### src/design/mcam_pkg.sv
// Purpose: shared constants for the monitor configuration and alert mask bank
// Assumes: 8-bit register port driven by the serial-bus engine on MCLK
// Notes:   offsets are the register addresses seen by the serial-bus host
package mcam_pkg;

    // register offsets
    localparam logic [7:0] OFS_REMOTE_TWO_TEMP_OFFSET = 8'h72;
    localparam logic [7:0] OFS_MEASUREMENT_CONFIG_TWO = 8'h73;
    localparam logic [7:0] OFS_ALERT_MASK_ONE         = 8'h74;
    localparam logic [7:0] OFS_ALERT_MASK_TWO         = 8'h75;

    // values after reset
    localparam logic [7:0] RST_REMOTE_TWO_TEMP_OFFSET = 8'h00;
    localparam logic [7:0] RST_MEASUREMENT_CONFIG_TWO = 8'h00;
    localparam logic [7:0] RST_ALERT_MASK_ONE         = 8'h00;
    localparam logic [7:0] RST_ALERT_MASK_TWO         = 8'h00;

    // value read back from an unmapped offset
    localparam logic [7:0] UNMAPPED_READ_VALUE        = 8'h00;

    // measurement_config_two field positions
    localparam int CFG_FAN_SENSE_LSB          = 0;
    localparam int CFG_FAN_SENSE_MSB          = 3;
    localparam int CFG_CONVERSION_SMOOTHING   = 4;
    localparam int CFG_INPUT_DIVIDER_BYPASS   = 5;
    localparam int CFG_SINGLE_CHANNEL_SELECT  = 6;
    localparam int CFG_RESERVED               = 7;

    // alert_mask_one field positions
    localparam int MASK1_VOLT_LSB             = 0;
    localparam int MASK1_VOLT_MSB             = 3;
    localparam int MASK1_REMOTE_ONE_TEMP      = 4;
    localparam int MASK1_LOCAL_TEMP           = 5;
    localparam int MASK1_REMOTE_TWO_TEMP      = 6;
    localparam int MASK1_MASK_TWO_GATE        = 7;

    // alert_mask_two field positions
    localparam int MASK2_TWELVE_VOLT          = 0;
    localparam int MASK2_OVER_TEMP            = 1;
    localparam int MASK2_FAN_LSB              = 2;
    localparam int MASK2_FAN_MSB              = 5;
    localparam int MASK2_DIODE_ONE            = 6;
    localparam int MASK2_DIODE_TWO            = 7;

    // widths
    localparam int REG_W        = 8;
    localparam int EVENTS_ONE_W = 7;
    localparam int EVENTS_TWO_W = 8;
    localparam int FAN_COUNT    = 4;
    localparam int CHAN_SEL_W   = 3;

    // synchroniser depth for pin inputs
    localparam int SYNC_STAGES  = 2;

endpackage : mcam_pkg

### src/design/mcam_config_bank.sv
// Purpose: configuration and alert mask register bank of the hardware monitor
// Assumes: register port comes from the serial-bus engine on MCLK
// Notes:   the lock, channel select, test bit and pin-mode bit live elsewhere
//
// Behaviour
// - The second remote temperature offset at 0x72 is read/write, resets to 0x00 and is added to that reading.
// - The offset is two's complement with one lsb per degree, so it can raise or lower the reading.
// - Once the lock bit is 1 the offset register ignores writes and stays readable.
// - The configuration register at 0x73 resets to 0x00 so every feature starts cleared.
// - Config bits 0 to 3 choose per fan between pulse input (0) and sense-resistor measurement (1).
// - Config bit 4 switches to the faster conversion averaging.
// - Config bit 5 bypasses the input dividers on the 2.5 V, core, 5 V and 12 V inputs.
// - Config bit 6 makes the converter run continuously on the channel given by bits 7:5 of 0x55.
// - In single-channel mode, with test bit 2 of 0x7F set, rising edges on the first fan pin start conversions.
// - Config bit 7 is reserved but reads back what was written.
// - The first alert mask at 0x74 resets to 0x00 so nothing is masked.
// - Mask bits 0 to 3 stop alerts from the 2.5 V, core, device supply and 5 V channels.
// - Mask bits 4 to 6 stop alerts from the first remote, local and second remote temperatures.
// - Mask bit 7 lets the second mask register act; while it is 0 those bits are ignored.
// - The second mask at 0x75 holds masks for 12 V, overtemperature, four fans and two diodes.
// - The shared fan-drive pin carries the alert only while bit 0 of 0x78 is 1.
`timescale 1ns/100ps
module mcam_config_bank #(
    parameter int REG_W = mcam_pkg::REG_W
) (
    // clock, reset, enable
    input  wire logic                                MCLK,
    input  wire logic                                RST,
    input  wire logic                                CE,
    // register port
    input  wire logic [7:0]                          REG_ADDR,
    input  wire logic                                REG_WR,
    input  wire logic [REG_W-1:0]                    REG_WDATA,
    input  wire logic                                REG_RD,
    output logic      [REG_W-1:0]                    REG_RDATA,
    output logic                                     REG_RVALID,
    // settings held elsewhere
    input  wire logic                                CFG_LOCK,
    input  wire logic [mcam_pkg::CHAN_SEL_W-1:0]     CHAN_SEL_IN,
    input  wire logic                                EXT_SINGLE_CHANNEL_SELECT_ENABLE,
    input  wire logic                                ALERT_PIN_SELECT,
    // second remote temperature
    input  wire logic [REG_W-1:0]                    REMOTE_TWO_RAW,
    input  wire logic                                REMOTE_TWO_RAW_VALID,
    output logic      [REG_W-1:0]                    REMOTE_TWO_ADJ,
    output logic                                     REMOTE_TWO_ADJ_VALID,
    // measurement controls
    output logic      [mcam_pkg::FAN_COUNT-1:0]      FAN_SENSE_MODE,
    output logic                                     CONVERSION_SMOOTHING,
    output logic                                     INPUT_DIVIDER_BYPASS,
    output logic                                     SINGLE_CHANNEL_MODE,
    output logic      [mcam_pkg::CHAN_SEL_W-1:0]     SINGLE_CHANNEL_CHAN,
    // external conversion start
    input  wire logic                                FAN1_SENSE_PIN,
    output logic                                     EXT_SINGLE_CHANNEL_SELECT_START,
    // out-of-limit events
    input  wire logic [mcam_pkg::EVENTS_ONE_W-1:0]   EVENTS_ONE,
    input  wire logic [mcam_pkg::EVENTS_TWO_W-1:0]   EVENTS_TWO,
    output logic                                     ALERT,
    // shared fan-drive / alert pin
    input  wire logic                                FAN2_DRIVE,
    output logic                                     SHARED_PIN_O,
    output logic                                     SHARED_PIN_OE
);

    logic [REG_W-1:0] remote_two_temp_offset_reg;
    logic [REG_W-1:0] measurement_config_two_reg;
    logic [REG_W-1:0] alert_mask_one_reg;
    logic [REG_W-1:0] alert_mask_two_reg;

    logic [REG_W-1:0] rdata_next;
    logic             rmapped_next;
    logic [REG_W-1:0] adj_next;
    logic             alert_next;

    logic             sense_meta_reg;
    logic             sense_sync_reg;
    logic             sense_prev_reg;

    logic             wr_offset;
    logic             wr_config;
    logic             wr_mask_one;
    logic             wr_mask_two;

    assign wr_offset   = REG_WR && (REG_ADDR == mcam_pkg::OFS_REMOTE_TWO_TEMP_OFFSET);
    assign wr_config   = REG_WR && (REG_ADDR == mcam_pkg::OFS_MEASUREMENT_CONFIG_TWO);
    assign wr_mask_one = REG_WR && (REG_ADDR == mcam_pkg::OFS_ALERT_MASK_ONE);
    assign wr_mask_two = REG_WR && (REG_ADDR == mcam_pkg::OFS_ALERT_MASK_TWO);

    // offset register
    always_ff @(posedge MCLK or posedge RST) begin
        if (RST) begin
            remote_two_temp_offset_reg <= mcam_pkg::RST_REMOTE_TWO_TEMP_OFFSET;
        end else if (CE) begin
            if (wr_offset && !CFG_LOCK) begin
                remote_two_temp_offset_reg <= REG_WDATA;
            end
        end
    end

    // configuration register; reserved bit 7 is stored like the rest
    always_ff @(posedge MCLK or posedge RST) begin
        if (RST) begin
            measurement_config_two_reg <= mcam_pkg::RST_MEASUREMENT_CONFIG_TWO;
        end else if (CE) begin
            if (wr_config) begin
                measurement_config_two_reg <= REG_WDATA;
            end
        end
    end

    // first mask register
    always_ff @(posedge MCLK or posedge RST) begin
        if (RST) begin
            alert_mask_one_reg <= mcam_pkg::RST_ALERT_MASK_ONE;
        end else if (CE) begin
            if (wr_mask_one) begin
                alert_mask_one_reg <= REG_WDATA;
            end
        end
    end

    // second mask register; only acts while the gate bit is set
    always_ff @(posedge MCLK or posedge RST) begin
        if (RST) begin
            alert_mask_two_reg <= mcam_pkg::RST_ALERT_MASK_TWO;
        end else if (CE) begin
            if (wr_mask_two) begin
                alert_mask_two_reg <= REG_WDATA;
            end
        end
    end

    // read mux
    always_comb begin
        rdata_next   = mcam_pkg::UNMAPPED_READ_VALUE;
        rmapped_next = 1'b1;
        unique case (REG_ADDR)
            mcam_pkg::OFS_REMOTE_TWO_TEMP_OFFSET: begin
                rdata_next = remote_two_temp_offset_reg;
            end
            mcam_pkg::OFS_MEASUREMENT_CONFIG_TWO: begin
                rdata_next = measurement_config_two_reg;
            end
            mcam_pkg::OFS_ALERT_MASK_ONE: begin
                rdata_next = alert_mask_one_reg;
            end
            mcam_pkg::OFS_ALERT_MASK_TWO: begin
                rdata_next = alert_mask_two_reg;
            end
            default: begin
                rmapped_next = 1'b0;
            end
        endcase
    end

    // read answer valid follows the strobe one cycle later, for as many cycles as the strobe lasts
    always_ff @(posedge MCLK or posedge RST) begin
        if (RST) begin
            REG_RVALID <= 1'b0;
        end else if (CE) begin
            REG_RVALID <= REG_RD;
        end
    end

    // read data holds until the next read, every offset answers
    always_ff @(posedge MCLK or posedge RST) begin
        if (RST) begin
            REG_RDATA <= mcam_pkg::UNMAPPED_READ_VALUE;
        end else if (CE) begin
            if (REG_RD) begin
                REG_RDATA <= rmapped_next ? rdata_next : mcam_pkg::UNMAPPED_READ_VALUE;
            end
        end
    end

    mcam_offset_adder #(
        .W        (REG_W)
    ) u_offset_adder (
        .reading  (REMOTE_TWO_RAW),
        .offset   (remote_two_temp_offset_reg),
        .adjusted (adj_next)
    );

    // adjusted reading valid, one cycle behind the raw strobe
    always_ff @(posedge MCLK or posedge RST) begin
        if (RST) begin
            REMOTE_TWO_ADJ_VALID <= 1'b0;
        end else if (CE) begin
            REMOTE_TWO_ADJ_VALID <= REMOTE_TWO_RAW_VALID;
        end
    end

    // adjusted reading, held between samples
    always_ff @(posedge MCLK or posedge RST) begin
        if (RST) begin
            REMOTE_TWO_ADJ <= '0;
        end else if (CE) begin
            if (REMOTE_TWO_RAW_VALID) begin
                REMOTE_TWO_ADJ <= adj_next;
            end
        end
    end

    // measurement control outputs, one cycle behind the register and CHAN_SEL_IN
    always_ff @(posedge MCLK or posedge RST) begin
        if (RST) begin
            FAN_SENSE_MODE       <= '0;
            CONVERSION_SMOOTHING <= 1'b0;
            INPUT_DIVIDER_BYPASS <= 1'b0;
            SINGLE_CHANNEL_MODE  <= 1'b0;
            SINGLE_CHANNEL_CHAN  <= '0;
        end else if (CE) begin
            FAN_SENSE_MODE <= measurement_config_two_reg[mcam_pkg::CFG_FAN_SENSE_MSB:
                                                         mcam_pkg::CFG_FAN_SENSE_LSB];
            CONVERSION_SMOOTHING <=
                measurement_config_two_reg[mcam_pkg::CFG_CONVERSION_SMOOTHING];
            INPUT_DIVIDER_BYPASS <=
                measurement_config_two_reg[mcam_pkg::CFG_INPUT_DIVIDER_BYPASS];
            SINGLE_CHANNEL_MODE <=
                measurement_config_two_reg[mcam_pkg::CFG_SINGLE_CHANNEL_SELECT];
            SINGLE_CHANNEL_CHAN <= CHAN_SEL_IN;
        end
    end

    // fan pin is asynchronous; only the second and third stages are read
    always_ff @(posedge MCLK or posedge RST) begin
        if (RST) begin
            sense_meta_reg <= 1'b0;
            sense_sync_reg <= 1'b0;
            sense_prev_reg <= 1'b0;
        end else if (CE) begin
            sense_meta_reg <= FAN1_SENSE_PIN;
            sense_sync_reg <= sense_meta_reg;
            sense_prev_reg <= sense_sync_reg;
        end
    end

    // conversion start on each rising edge of the first fan pin, only while enabled and in single-channel mode
    always_ff @(posedge MCLK or posedge RST) begin
        if (RST) begin
            EXT_SINGLE_CHANNEL_SELECT_START <= 1'b0;
        end else if (CE) begin
            EXT_SINGLE_CHANNEL_SELECT_START <= sense_sync_reg && !sense_prev_reg && EXT_SINGLE_CHANNEL_SELECT_ENABLE &&
                              measurement_config_two_reg[mcam_pkg::CFG_SINGLE_CHANNEL_SELECT];
        end
    end

    mcam_alert_mask #(
        .N1            (mcam_pkg::EVENTS_ONE_W),
        .N2            (mcam_pkg::EVENTS_TWO_W)
    ) u_alert_mask (
        .events_one    (EVENTS_ONE),
        .events_two    (EVENTS_TWO),
        .mask_one      (alert_mask_one_reg[mcam_pkg::MASK1_REMOTE_TWO_TEMP:
                                           mcam_pkg::MASK1_VOLT_LSB]),
        .mask_two_gate (alert_mask_one_reg[mcam_pkg::MASK1_MASK_TWO_GATE]),
        .mask_two      (alert_mask_two_reg),
        .alert_any     (alert_next)
    );

    // alert level
    always_ff @(posedge MCLK or posedge RST) begin
        if (RST) begin
            ALERT <= 1'b0;
        end else if (CE) begin
            ALERT <= alert_next;
        end
    end

    // shared pin; floats during reset
    always_ff @(posedge MCLK or posedge RST) begin
        if (RST) begin
            SHARED_PIN_O  <= 1'b0;
            SHARED_PIN_OE <= 1'b0;
        end else if (CE) begin
            if (ALERT_PIN_SELECT) begin
                // open-drain, active low: drive low only while alerting
                SHARED_PIN_O  <= 1'b0;
                SHARED_PIN_OE <= alert_next;
            end else begin
                SHARED_PIN_O  <= FAN2_DRIVE;
                SHARED_PIN_OE <= 1'b1;
            end
        end
    end

endmodule : mcam_config_bank

### src/design/mcam_offset_adder.sv
// Purpose: adds a signed offset to a signed temperature reading
// Assumes: both operands two's complement, one lsb per degree
// Notes:   result clamps at the ends of the signed range instead of wrapping
`timescale 1ns/100ps
module mcam_offset_adder #(
    parameter int W = 8
) (
    // operands
    input  wire logic [W-1:0] reading,
    input  wire logic [W-1:0] offset,
    // result
    output logic      [W-1:0] adjusted
);

    logic [W:0] sum_wide;

    // a wrap from +127 to -128 would look like a sudden freeze alarm
    always_comb begin
        sum_wide = {reading[W-1], reading} + {offset[W-1], offset};
        if (sum_wide[W] != sum_wide[W-1]) begin
            adjusted = {sum_wide[W], {(W-1){~sum_wide[W]}}};
        end else begin
            adjusted = sum_wide[W-1:0];
        end
    end

endmodule : mcam_offset_adder

### src/design/mcam_alert_mask.sv
// Purpose: combines out-of-limit events with both mask registers
// Assumes: event inputs are levels, high while the condition holds
// Notes:   purely combinational; the caller registers the result
`timescale 1ns/100ps
module mcam_alert_mask #(
    parameter int N1 = 7,
    parameter int N2 = 8
) (
    // event levels
    input  wire logic [N1-1:0] events_one,
    input  wire logic [N2-1:0] events_two,
    // masks
    input  wire logic [N1-1:0] mask_one,
    input  wire logic          mask_two_gate,
    input  wire logic [N2-1:0] mask_two,
    // result
    output logic               alert_any
);

    logic [N1-1:0] pass_one;
    logic [N2-1:0] pass_two;

    genvar gi;
    generate
        for (gi = 0; gi < N1; gi++) begin : g_one
            assign pass_one[gi] = events_one[gi] & ~mask_one[gi];
        end
        for (gi = 0; gi < N2; gi++) begin : g_two
            assign pass_two[gi] = events_two[gi] & ~(mask_two[gi] & mask_two_gate);
        end
    endgenerate

    assign alert_any = (|pass_one) | (|pass_two);

endmodule : mcam_alert_mask

### config.mk
export PLATFORM = sky130hd
export DESIGN_NAME = mcam_config_bank
export DESIGN_NICKNAME = d
export VERILOG_FILES = /design/src/design/mcam_pkg.sv /design/src/design/mcam_config_bank.sv /design/src/design/mcam_offset_adder.sv /design/src/design/mcam_alert_mask.sv
export SDC_FILE = /design/constraint.sdc
export NUM_CORES = 1
export LEC_CHECK = 0
export BUFFER_PORTS_ARGS = -buffer_cell sky130_fd_sc_hd__buf_2
export CAP_MARGIN = 10
export CORE_ASPECT_RATIO = 1.25
export CORE_MARGIN = 1
export CORE_UTILIZATION = 34
export CTS_CLUSTER_DIAMETER = 50
export DETAILED_ROUTE_END_ITERATION = 16
export PLACE_DENSITY = 0.61
export SLEW_MARGIN = 20
export SYNTH_ARGS = -nofsm -noshare
export SYNTH_HDL_FRONTEND = slang
export SYNTH_SLANG_ARGS = --single-unit
export TNS_END_PERCENT = 20
### constraint.sdc
create_clock -name MCLK -period 2.7 [get_ports MCLK]
set_input_delay 0.54 -clock MCLK [delete_from_list [all_inputs] [get_ports MCLK]]
set_output_delay 0.54 -clock MCLK [all_outputs]
set_load 0.02 [all_outputs]
==> results_tabular.tex <==
\begin{tabular}{lr}
\hline
Metric & Value \\
\hline
\multicolumn{2}{l}{\textbf{Outcome}} \\
Status & complete, no violations \\
\multicolumn{2}{l}{\textbf{Clocking}} \\
H-tree Lvls & 3 \\
Sinks on Clock Net & 67 \\
Worst-Skew Late Latency & 0.33 ns \\
TritonCTS clock tree & built \\
CTS clk-pin slew, worst paths & 0.05 ns \\
Hold\_buf cts & 0 \\
Number of clock buffers inserted by TritonCTS & 9 \\
Clock root buffer & clkbuf\_16 \\
Count of cells resized by post-cts repair & 0 \\
Number of post-CTS setup repair buffers & 0 \\
Clk buf depth & 2 \\
\multicolumn{2}{l}{\textbf{Routing}} \\
DR pass1 iterations & 5 \\
Routed Wire Length & 8370 um \\
Via-per-instance ratio & 5.18 \\
Wirelength per Cell & 16.2 um \\
Final routed DRC violation total & 0 \\
Via count & 2,678 \\
Antenna viol nets, final & 0 \\
Initial detailed-routing violation count & 208 \\
\multicolumn{2}{l}{\textbf{Pwr}} \\
Power Dens Cells & 612 nW/um2 \\
IR drop worst, VDD & 0.000343 V \\
Power after layout & 0.00266 W \\
Static leakage & 2.18 nW \\
\multicolumn{2}{l}{\textbf{Die}} \\
Die Ht & 115 um \\
Boundary pin count & 85 \\
Area of the die & 10,600 um2 \\
Core area & 9760 um2 \\
\# rows & 40 \\
Effective utilization at floorplan & 35.5\% \\
Horizontal die dimension & 92.3 um \\
\multicolumn{2}{l}{\textbf{Logic synthesis}} \\
Share of synthesized cell area in full adder, half adder and majority cells & 3.47\% \\
Post-Syn Nets & 361 \\
Complex-gate fraction of the synthesized area & 13.2\% \\
Synth area leader & dfrtp\_1 \\
Mapped Cells & 299 \\
Fraction of post-synthesis cell area in the top cell type by area & 48.4\% \\
Warning count from the yosys run & 0 \\
Largest family of logic cells by synthesized area & multiplexers \\
Proportion of synthesized area in mux cells & 17.8\% \\
Portion of the post-synthesis area used by sequential elements & 48.4\% \\
Unique masters post-synth & 55 \\
Number of flops mapped to enable cells by yosys & 0 \\
Post-synthesis sequential element count & 67 \\
Xor/xnor share of the synthesized area & 0.505\% \\
Fraction of registers with async set/reset & 100\% \\
Post-synthesis simple-gate area fraction & 11.9\% \\
Main area contributors after synthesis & dfrtp\_1, mux2\_2, ha\_1, mux2i\_1, inv\_1 \\
Summed instance area of the synthesized netlist & 3470 um2 \\
Most used DFF post-synth & dfrtp\_1 \\
Per-instance average area after synthesis & 11.6 um2 \\
\multicolumn{2}{l}{\textbf{Placement}} \\
Final Wtd Congestion & 0.794 \\
Buffers added on ports & 84 \\
Setup slack after placement & 0.221 ns \\
Placed Cells & 500 \\
Detail Placement HPWL & 6390 um \\
\multicolumn{2}{l}{\textbf{Worst setup path}} \\
Critical Path Sink Type & flip-flop \\
Internal reg-to-reg setup slack & 0.43 ns \\
Reg-to-reg startpoint & remote\_two\_temp\_offset\_reg[0]\$\_DFFE\_PP0P\_ \\
Depth of the worst register-to-register path & 9 \\
Setup CP Type & reg -> reg \\
Worst Path Max Fanout & 11 \\
Worst reg2reg path endpoint & REMOTE\_TWO\_ADJ[1]\$\_DFFE\_PP0P\_ \\
Signal arrival time at the worst endpoint & 2.49 ns \\
Data required time at the worst endpoint & 2.92 ns \\
Critical Path Start Type & flip-flop \\
\multicolumn{2}{l}{\textbf{STA}} \\
Slew @ Worst Pin & 0.625 ns \\
Number of hold-slack violations in the final timing report & 0 \\
Max Clock Freq & 0.440 GHz \\
Setup Total Neg Slack & 0 ns \\
Headroom to the max-slew limit & 58.0\% \\
Final critical-path setup slack & 0.429 ns \\
Unrepaired setup endpoints after global routing & false \\
Clock skew & 0.00656 ns \\
Number of max-slew violations in the final report & 0 \\
Fin crit share & 84.1\% \\
Post-route minimum period & 2.27 ns \\
Number of endpoints failing setup at the final stage & 0 \\
\multicolumn{2}{l}{\textbf{Cells and area}} \\
Utilization of the core after routing & 44.5\% \\
Non-filler cells in the finished layout & 517 \\
Layout-stage area growth over the synthesis result & 25.4\% \\
Commonest non-fill, non-tap cells in the layout & buf\_2, dfrtp\_1, mux2\_2 \\
Count of nets after finishing & 447 \\
Most common cell after layout, fill and taps aside & buf\_2 \\
Fraction of final layout cells sized beyond drive strength 1 & 41.5\% \\
\multicolumn{2}{l}{\textbf{Global route}} \\
Overall track demand over capacity in global routing & 16.7\% \\
Wire length of the first global-routing pass & 13,300 um \\
Initial antenna violation count & 1 \\
GR Overflow Total & 0 \\
Vias in the first global route & 2,595 \\
Pin count of the biggest net entering global routing & 68 \\
\multicolumn{2}{l}{\textbf{Job}} \\
Max\_cap viols & 0 \\
\multicolumn{2}{l}{\textbf{Worst hold path}} \\
Worst min-delay path class & in -> async \\
\hline
\end{tabular}
-- stage by stage --
stage | instance area [um2] | hold WS, ns
6_report | 4350 | 0.271
3_3_place_gp | 4010 | 0.468
5_1_grt | 4350 | 0.312
3_5_place_dp | 4010 | 0.470
4_1_cts | 4340 | 0.292
2_1_floorplan | 3470 | 0.474
-- cells by family after synthesis --
group / count (synthesis)
adder cells (fa/ha/maj): 9
multiplexers: 56
AO/OA/AOI/OAI: 62
AND/OR/NAND/NOR: 66
XOR/XNOR: 2
flip-flops: 67
buffers and inverters: 37
-- synthesized netlist by cell type, types with 4 or more instances --
cell      instances
a21oi_1           7
a221oi_1          5
a22o_1            8
a22oi_1           4
buf_2             4
dfrtp_1          67
ha_1              8
inv_1            24
mux2_2           46
mux2i_1          10
nand2_1          12
nand2b_1          4
nand3_1           7
nand4_1           8
nor2_1            8
nor2b_1           6
o21ai_0           7
o22ai_1          10
-- worst max path at each step --
stage                                                          from                       endpoint  slack (ns)  depth (start not counted)
final                     remote_two_temp_offset_reg[0]$_DFFE_PP0P_  REMOTE_TWO_ADJ[1]$_DFFE_PP0P_        0.43                          9
after global routing      remote_two_temp_offset_reg[0]$_DFFE_PP0P_  REMOTE_TWO_ADJ[1]$_DFFE_PP0P_        0.17                          9
after CTS                 remote_two_temp_offset_reg[0]$_DFFE_PP0P_  REMOTE_TWO_ADJ[1]$_DFFE_PP0P_        0.42                          9
after detailed placement                          REMOTE_TWO_RAW[0]  REMOTE_TWO_ADJ[1]$_DFFE_PP0P_        0.22                         10
after global placement                            REMOTE_TWO_RAW[0]  REMOTE_TWO_ADJ[1]$_DFFE_PP0P_        0.30                         10
after floorplan                                                 RST              ALERT$_DFFE_PP0P_        0.48                          1
-- power by group --
part           switching, W  internal [W]  leakage, nW  total (W)
Clock              0.000421      0.000857        0.159    0.00128
Sequential        0.0000298       0.00105        0.889    0.00108
Combinational      0.000176      0.000121         1.14   0.000297
Total              0.000626       0.00203         2.18    0.00266
-- final cells by class --
cell class,count,area (um2)
multi-input combinational,195,1630
antenna,1,2.50
sequential,67,1680
tap,126,158
fill,927,5410
clock buffer,12,256
clock inverter,4,72.6
inverter,24,90.1
timing repair buffer,88,463
-- critical path, stage by stage (launching register included) --
cell,delay (ns)
dfrtp_1,0.38
ha_1,0.23
inv_1,0.07
fa_1,0.40
nor2b_1,0.25
o211ai_1,0.14
a31oi_1,0.17
buf_4,0.20
nand4_2,0.18
o311ai_1,0.15
-- layer usage --
layer / global-route usage, % / share of wire (%) / vias up
met4: 10.0 / 3.6 / 0
met5: 0 / 0 / -
li1: - / - / 1291
met3: 2.84 / 3.3 / 17
met2: 26.7 / 50 / 73
met1: 21.1 / 44 / 1297
Power figures use the tool's default switching activity.
